<file path="src/design/mbm_map_regs.vh">
// constants for the modbus data table mapper
`ifndef MBM_MAP_REGS_VH
`define MBM_MAP_REGS_VH
// function codes
`define MBM_FC_RD_COILS   8'h01
`define MBM_FC_RD_DISC    8'h02
`define MBM_FC_RD_HOLD    8'h03
`define MBM_FC_RD_INREG   8'h04
`define MBM_FC_WR_COIL    8'h05
`define MBM_FC_WR_REG     8'h06
`define MBM_FC_WR_COILS   8'h0f
`define MBM_FC_WR_REGS    8'h10
// exception codes
`define MBM_EXC_FUNC      8'h01
`define MBM_EXC_ADDR      8'h02
`define MBM_EXC_FLAG      8'h80
// table selectors
`define MBM_TBL_INPUT     4'h0
`define MBM_TBL_GIN       4'h1
`define MBM_TBL_SYSBIT    4'h2
`define MBM_TBL_KEY       4'h3
`define MBM_TBL_OUTPUT    4'h4
`define MBM_TBL_INTBIT    4'h5
`define MBM_TBL_TMPBIT    4'h6
`define MBM_TBL_GOUT      4'h7
`define MBM_TBL_AIN       4'h8
`define MBM_TBL_GAIN      4'h9
`define MBM_TBL_SYSWORD   4'ha
`define MBM_TBL_AOUT      4'hb
`define MBM_TBL_GENREG    4'hc
`define MBM_TBL_GAOUT     4'hd
`define MBM_TBL_NONE      4'hf
// area bases (zero-based offsets) and sizes
`define MBM_OFS_0         16'h0000
`define MBM_OFS_3000      16'h0bb8
`define MBM_OFS_4000      16'h0fa0
`define MBM_OFS_5000      16'h1388
`define MBM_OFS_6000      16'h1770
`define MBM_OFS_9000      16'h2328
`define MBM_OFS_10000     16'h2710
`define MBM_OFS_GR_LOW    16'h0200
`define MBM_LEN_1024      17'h00400
`define MBM_LEN_256       17'h00100
`define MBM_LEN_10        17'h0000a
`define MBM_LEN_32        17'h00020
`define MBM_LEN_200       17'h000c8
`define MBM_LEN_2048      17'h00800
`define MBM_LEN_5000      17'h01388
`define MBM_LEN_AOUT_LOW  17'h00200
`define MBM_LEN_GR_LOW    17'h009b8
// general register index where each window begins
`define MBM_GR_IDX_3000   16'h0000
`define MBM_GR_IDX_10000  16'h0000
// traditional reference digit bases
`define MBM_REF_COIL      20'h00001
`define MBM_REF_DISC      20'h02711
`define MBM_REF_INREG     20'h07531
`define MBM_REF_HOLD      20'h09c41
`define MBM_REF_HOLD_EXP  20'h64191
`endif

</file>
<file path="src/design/mbm_map.v">
// modbus request decoder mapping function code and offset to data tables
`timescale 1ns/1ps
// Functional notes
// - a reference's leading digit picks the area, the rest is 1-based.
// - discrete refs: inputs 10001, global 13001, sys 14001, keys 15001.
// - fc2 maps inputs@0, global inputs@3000, sys bits@4000, keys@5000.
// - fc1 maps outputs@0, internal@3000, temporary@6000, global out@9000.
// - fc5 and fc15 write the same coil tables and offsets that fc1 reads.
// - fc4 maps analog inputs@0, global analog@3000, system words@4000.
// - fc3/6/16: aout@0, regs 40513+, @3000, global aout@6000, @10000.
module mbm_map #(
  parameter ADDR_W = 16
) (
  input  wire              i_mclk,
  input  wire              i_reset_n,
  input  wire              i_req_valid,
  input  wire [7:0]        i_req_func,
  input  wire [15:0]       i_req_offset,
  input  wire [15:0]       i_req_count,
  input  wire              i_ref_valid,
  input  wire [19:0]       i_ref_number,
  output reg               o_map_valid,
  output reg               o_map_write,
  output reg  [3:0]        o_map_table,
  output reg  [ADDR_W-1:0] o_map_index,
  output reg  [15:0]       o_map_count,
  output reg               o_exc_valid,
  output reg  [7:0]        o_exc_func,
  output reg  [7:0]        o_exc_code,
  output reg               o_ref_done,
  output reg  [7:0]        o_ref_func,
  output reg  [15:0]       o_ref_offset,
  output reg               o_ref_err
);
`include "mbm_map_regs.vh"

////////////////////////////////////////////////////////////////////////////
// area lookup
reg  [3:0]  tbl;
reg  [15:0] base;
reg  [16:0] len;
reg  [15:0] idx0;
reg         fc_ok;
reg         wr;
wire [16:0] ofs17 = {1'b0, i_req_offset};
wire [16:0] end17 = ofs17 + {1'b0, i_req_count};

// true when [ofs, ofs+cnt) sits inside [b, b+l)
function in_area;
  input [16:0] o;
  input [16:0] e;
  input [15:0] b;
  input [16:0] l;
  begin
    in_area = (o >= {1'b0, b}) && (e <= ({1'b0, b} + l));
  end
endfunction

always @* begin
  tbl   = `MBM_TBL_NONE;
  base  = `MBM_OFS_0;
  len   = 17'h00000;
  idx0  = 16'h0000;
  fc_ok = 1'b1;
  wr    = 1'b0;
  case (i_req_func)
    `MBM_FC_RD_DISC: begin
      if (in_area(ofs17, end17, `MBM_OFS_0, `MBM_LEN_1024)) begin
        tbl  = `MBM_TBL_INPUT;
        base = `MBM_OFS_0;
      end else if (in_area(ofs17, end17, `MBM_OFS_3000, `MBM_LEN_256)) begin
        tbl  = `MBM_TBL_GIN;
        base = `MBM_OFS_3000;
      end else if (in_area(ofs17, end17, `MBM_OFS_4000, `MBM_LEN_256)) begin
        tbl  = `MBM_TBL_SYSBIT;
        base = `MBM_OFS_4000;
      end else if (in_area(ofs17, end17, `MBM_OFS_5000, `MBM_LEN_10)) begin
        tbl  = `MBM_TBL_KEY;
        base = `MBM_OFS_5000;
      end
    end
    `MBM_FC_RD_COILS, `MBM_FC_WR_COIL, `MBM_FC_WR_COILS: begin
      wr = (i_req_func != `MBM_FC_RD_COILS);
      if (in_area(ofs17, end17, `MBM_OFS_0, `MBM_LEN_1024)) begin
        tbl  = `MBM_TBL_OUTPUT;
        base = `MBM_OFS_0;
      end else if (in_area(ofs17, end17, `MBM_OFS_3000, `MBM_LEN_1024)) begin
        tbl  = `MBM_TBL_INTBIT;
        base = `MBM_OFS_3000;
      end else if (in_area(ofs17, end17, `MBM_OFS_6000, `MBM_LEN_1024)) begin
        tbl  = `MBM_TBL_TMPBIT;
        base = `MBM_OFS_6000;
      end else if (in_area(ofs17, end17, `MBM_OFS_9000, `MBM_LEN_256)) begin
        tbl  = `MBM_TBL_GOUT;
        base = `MBM_OFS_9000;
      end
    end
    `MBM_FC_RD_INREG: begin
      if (in_area(ofs17, end17, `MBM_OFS_0, `MBM_LEN_256)) begin
        tbl  = `MBM_TBL_AIN;
        base = `MBM_OFS_0;
      end else if (in_area(ofs17, end17, `MBM_OFS_3000, `MBM_LEN_32)) begin
        tbl  = `MBM_TBL_GAIN;
        base = `MBM_OFS_3000;
      end else if (in_area(ofs17, end17, `MBM_OFS_4000, `MBM_LEN_200)) begin
        tbl  = `MBM_TBL_SYSWORD;
        base = `MBM_OFS_4000;
      end
    end
    `MBM_FC_RD_HOLD, `MBM_FC_WR_REG, `MBM_FC_WR_REGS: begin
      wr = (i_req_func != `MBM_FC_RD_HOLD);
      // analog outputs below ref 40513, general regs from there on
      if (in_area(ofs17, end17, `MBM_OFS_0, `MBM_LEN_AOUT_LOW)) begin
        tbl  = `MBM_TBL_AOUT;
        base = `MBM_OFS_0;
      end else if (in_area(ofs17, end17, `MBM_OFS_GR_LOW,
                           `MBM_LEN_GR_LOW)) begin
        tbl  = `MBM_TBL_GENREG;
        base = `MBM_OFS_GR_LOW;
      end else if (in_area(ofs17, end17, `MBM_OFS_3000, `MBM_LEN_2048)) begin
        tbl  = `MBM_TBL_GENREG;
        base = `MBM_OFS_3000;
        idx0 = `MBM_GR_IDX_3000;
      end else if (in_area(ofs17, end17, `MBM_OFS_6000, `MBM_LEN_32)) begin
        tbl  = `MBM_TBL_GAOUT;
        base = `MBM_OFS_6000;
      end else if (in_area(ofs17, end17, `MBM_OFS_10000,
                           `MBM_LEN_5000)) begin
        tbl  = `MBM_TBL_GENREG;
        base = `MBM_OFS_10000;
        idx0 = `MBM_GR_IDX_10000;
      end
    end
    default: fc_ok = 1'b0;
  endcase
end

////////////////////////////////////////////////////////////////////////////
// request answer, one cycle after the strobe
wire [15:0] rel = i_req_offset - base + idx0;

always @(posedge i_mclk or negedge i_reset_n) begin
  if (!i_reset_n) begin
    o_map_valid <= 1'b0;
    o_map_write <= 1'b0;
    o_map_table <= `MBM_TBL_NONE;
    o_map_index <= {ADDR_W{1'b0}};
    o_map_count <= 16'h0000;
    o_exc_valid <= 1'b0;
    o_exc_func  <= 8'h00;
    o_exc_code  <= 8'h00;
  end else begin
    o_map_valid <= 1'b0;
    o_exc_valid <= 1'b0;
    if (i_req_valid) begin
      // zero count treated as out of range, no empty transfer
      if (!fc_ok) begin
        o_exc_valid <= 1'b1;
        o_exc_func  <= i_req_func | `MBM_EXC_FLAG;
        o_exc_code  <= `MBM_EXC_FUNC;
      end else if (tbl == `MBM_TBL_NONE || i_req_count == 16'h0000) begin
        o_exc_valid <= 1'b1;
        o_exc_func  <= i_req_func | `MBM_EXC_FLAG;
        o_exc_code  <= `MBM_EXC_ADDR;
      end else begin
        o_map_valid <= 1'b1;
        o_map_write <= wr;
        o_map_table <= tbl;
        o_map_index <= rel[ADDR_W-1:0];
        o_map_count <= i_req_count;
      end
    end
  end
end

////////////////////////////////////////////////////////////////////////////
// reference number to function code and zero-based offset
reg  [7:0]  rfc;
reg  [19:0] rofs;
reg         rbad;

always @* begin
  rfc  = 8'h00;
  rofs = 20'h00000;
  rbad = 1'b0;
  // expanded six-digit holding refs first, then leading digit
  if (i_ref_number >= `MBM_REF_HOLD_EXP) begin
    rfc  = `MBM_FC_RD_HOLD;
    rofs = i_ref_number - `MBM_REF_HOLD_EXP + {4'h0, `MBM_OFS_10000};
  end else if (i_ref_number >= `MBM_REF_HOLD) begin
    rfc  = `MBM_FC_RD_HOLD;
    rofs = i_ref_number - `MBM_REF_HOLD;
  end else if (i_ref_number >= `MBM_REF_INREG) begin
    rfc  = `MBM_FC_RD_INREG;
    rofs = i_ref_number - `MBM_REF_INREG;
  end else if (i_ref_number >= `MBM_REF_DISC) begin
    rfc  = `MBM_FC_RD_DISC;
    rofs = i_ref_number - `MBM_REF_DISC;
  end else if (i_ref_number >= `MBM_REF_COIL) begin
    rfc  = `MBM_FC_RD_COILS;
    rofs = i_ref_number - `MBM_REF_COIL;
  end else begin
    rbad = 1'b1;
  end
  if (rofs[19:16] != 4'h0) rbad = 1'b1;
end

always @(posedge i_mclk or negedge i_reset_n) begin
  if (!i_reset_n) begin
    o_ref_done   <= 1'b0;
    o_ref_func   <= 8'h00;
    o_ref_offset <= 16'h0000;
    o_ref_err    <= 1'b0;
  end else begin
    o_ref_done <= i_ref_valid;
    if (i_ref_valid) begin
      o_ref_func   <= rfc;
      o_ref_offset <= rofs[15:0];
      o_ref_err    <= rbad;
    end
  end
end

endmodule // mbm_map

</file>
<file path="config.mk">
export PLATFORM = sky130hd
export DESIGN_NAME = mbm_map
export DESIGN_NICKNAME = d
export VERILOG_FILES = /design/src/design/mbm_map.v
export VERILOG_INCLUDE_DIRS = /design/src /design/src/design
export SDC_FILE = /design/constraint.sdc
export NUM_CORES = 1
export LEC_CHECK = 0
export BUFFER_PORTS_ARGS = -buffer_cell sky130_fd_sc_hd__buf_2
export CAP_MARGIN = 20
export CORE_ASPECT_RATIO = 1.1
export CORE_MARGIN = 5
export CORE_UTILIZATION = 25
export CTS_BUF_LIST = sky130_fd_sc_hd__clkbuf_4 sky130_fd_sc_hd__clkbuf_8 sky130_fd_sc_hd__clkbuf_16
export DETAILED_ROUTE_END_ITERATION = 10
export REMOVE_ABC_BUFFERS = 1
export SKIP_CTS_REPAIR_TIMING = 1
export SYNTH_ARGS = -nofsm -noshare
export SYNTH_HDL_FRONTEND = slang
export SYNTH_SLANG_ARGS = --single-unit
</file>
<file path="constraint.sdc">
create_clock -name i_mclk -period 0.8 [get_ports i_mclk]
set_input_delay 0.24 -clock i_mclk [delete_from_list [all_inputs] [get_ports i_mclk]]
set_output_delay 0.24 -clock i_mclk [all_outputs]
set_load 0.005 [all_outputs]
</file>
==> reports/qor.yml <==
status: "complete, but fails checks"
violations: "negative setup slack"
synth.top_cell.area_share_pct: 22.0
track_usage_pct: 17.2
cp_max_fo: 4
power.density_nw_per_um2: 1150
grt_pass1_vias: 8870
cts_root_buf: "clkbuf_16"
slowest_stage: "o41a_1"
core-area_sq_um: 29600
rrSetupSlack_ps: -90
setup_tns_ps: -211360
ir_worst_vdd_v: 0.000800
design_area_sq_um: 13300
path_clk_slew_ps: 60
antennaDiodeCount: 0
slew_viol_final: 0
ys.flop_type: "dfrtp_1"
r2r_cells: 2
skew_ps: 0
place_hpwl_microns: 24500
drive_gt1_share_pct: 54.9
synth-simple-area-share_pct: 22.7
die_h_microns: 192
drt_wl_total_microns: 32500
rsz0062_at_grt: "yes"
power_leakage_nw: 6.08
yosys_warnings: 0
critPathKind: "in2reg"
grt_max_degree: 36
required_ps: 1040
wire_per_inst_microns: 17.6
crit_path_start_kind: "primary input"
cp_data_arrival_time_ps: 5050
synth_adder_area_share_pct: 5.36
synth_top_family_by_area: "compound AO/OA/AOI/OAI gates"
core.rowCount: 66
cp-end-kind: "flop"
clock_path_buffers: 2
r2r-end: "o_map_index[12]"
io_pins: 145
hold_depth: 2
drtPass1Iterations: 5
async_flop_share_pct: 100
synth_edf_count: 0
hp-start: "i_req_func[5]"
drv_cap: 0
place_area_sq_um: 11100
gp_congestion: 0.923
setup_viol: 139
yosysUniqueCellTypes: 94
grt_pass1_wl_microns: 46800
synthTopCellsByArea: "dfrtp_1, o21ai_0, a21oi_1, ha_1, nor2_1"
viasPerCell: 5.16
ant_nets: 0
start_util_pct: 25.4
numCtsBuffers: 9
gr-total-overflow: 0
min_path_type: "in2reg"
slew-limit-headroom_pct: 64.4
worst_slew_pin_slew_ps: 532
reg2reg_from: "o_map_index[12]"
yosys.area_share.xor_xnor_pct: 4.72
die_w_microns: 175
cts_tree: "yes"
timing.final.crit_share_pct: 602
nets: 1563
whs_endpoint: "o_exc_func[5]"
max_freq_mhz: 208
dp.cells: 1756
clkSinkCount: 70
antenna_found_initial: 1
fin_crit_ps: 4810
die_area_sq_um: 33700
ys_ff_latch: 70
initialDrtViolationCount: 519
syn_inst: 951
utilization_pct: 45.0
vias: 9529
yosys.area.top_type: "dfrtp_1"
final.fill_count: 2835
worst_slack_ps: -4010
synth_compound_area_share_pct: 31.5
syn_area_sq_um: 7520
synth_mux_area_share_pct: 6.44
synth.avg_cell_area_sq_um: 7.91
instances_no_fill: 1847
port_buffers: 133
slowest_delay_ps: 480
hold_viol: 0
syn_to_final_growth_pct: 77.3
synth_common_cells: "nor2_1, nand2_1, o21ai_0"
drc: 0
synth_most_common_cell: "nor2_1"
h-tree-depth: 3
yosysSeqAreaShare_pct: 23.3
clk_latency_ps: 350
## per-layer routing
layer	part of all wire [%]	up-vias	GRT usage, %
li1	-	4590	-
met1	45	4524	23.6
met2	46	344	27.6
met3	6.8	69	3.48
met4	2.7	2	4.68
met5	0.022	-	0
## worst max-delay path by stage
stage                          startpoint               to  slack [ps]  cells past startpoint
after floorplan           i_req_offset[0]  o_map_index[15]       -4710                     25
after global placement    i_req_offset[0]  o_map_index[15]       -4690                     30
after detailed placement  i_req_offset[0]  o_map_index[15]       -4770                     27
after CTS                 i_req_offset[0]  o_map_index[15]       -4430                     27
after global routing       i_req_count[0]  o_map_index[15]       -4290                     31
final                     i_req_offset[0]  o_map_index[15]       -4010                     27
## critical path: cells and delay by family
kind / cells / cell delay (ps)
muxes: 1 / 250
xor gates and xnor gates: 1 / 130
AOI/OAI and AO/OA: 14 / 2560
buffers and inverters: 5 / 760
and+or+nand+nor: 3 / 330
adders and majority gates: 3 / 790
## registers in the layout, indices dropped and copies added (netlist names)
signal,cells
o_map_valid,1
o_map_index,16
o_map_table,4
o_ref_offset,16
o_exc_func,8
o_ref_func,3
o_exc_code,2
o_map_write,1
o_ref_err,1
o_ref_done,1
o_exc_valid,1
o_map_count,16
## cells in the final DEF (no fill, tap or decap), types with 11 or more instances in the layout
cell	count
buf_4	373
buf_2	117
nand2_1	75
nor2_1	72
dfrtp_1	66
buf_6	48
a21oi_1	42
o21ai_0	40
inv_1	35
nand3_1	30
a21oi_2	29
mux2_4	28
ha_1	25
o21ai_1	24
xnor2_1	19
a21o_1	17
nor3_1	15
o211ai_1	14
nor4_1	13
clkbuf_16	13
o21ai_2	12
a31oi_1	11
conb_1	11
## cells by family after synthesis
logic type                 Yosys count
muxes                               37
DFF                                 70
and+or+nand+nor                    340
adders and majority gates           31
other                                1
buffers and inverters               99
AOI/OAI and AO/OA                  338
xor gates and xnor gates            35
## power by group
part           leakage [nW]  switching (mW)  internal [mW]  total (mW)
registers             0.879           0.117           3.77        3.89
clock network         0.149            1.78           2.54        4.32
logic                  5.05            3.64           3.53        7.17
total                  6.08            5.53           9.85        15.4
## through the flow
stage	power [mW]	hold WS (ps)	setup slack (ps)
2_1_floorplan	6.65	-55.6	-4710
3_3_place_gp	9.76	225	-4690
3_5_place_dp	9.80	229	-4770
4_1_cts	14.2	-164	-4430
5_1_grt	16.2	125	-4290
6_report	15.4	130	-4010
## area by class of cell
type	count	area (sq um)	share of cell area [%]
Clock buffer	11	246	1.85
Timing Repair Buffer	555	4250	31.9
Inverter	40	155	1.16
Clock inverter	5	60.1	0.450
Sequential cell	70	1760	13.2
Multi-Input combinational cell	792	6400	48.0
Tap cell	374	468	3.51
Note: power is estimated with default switching activity, not from simulation.
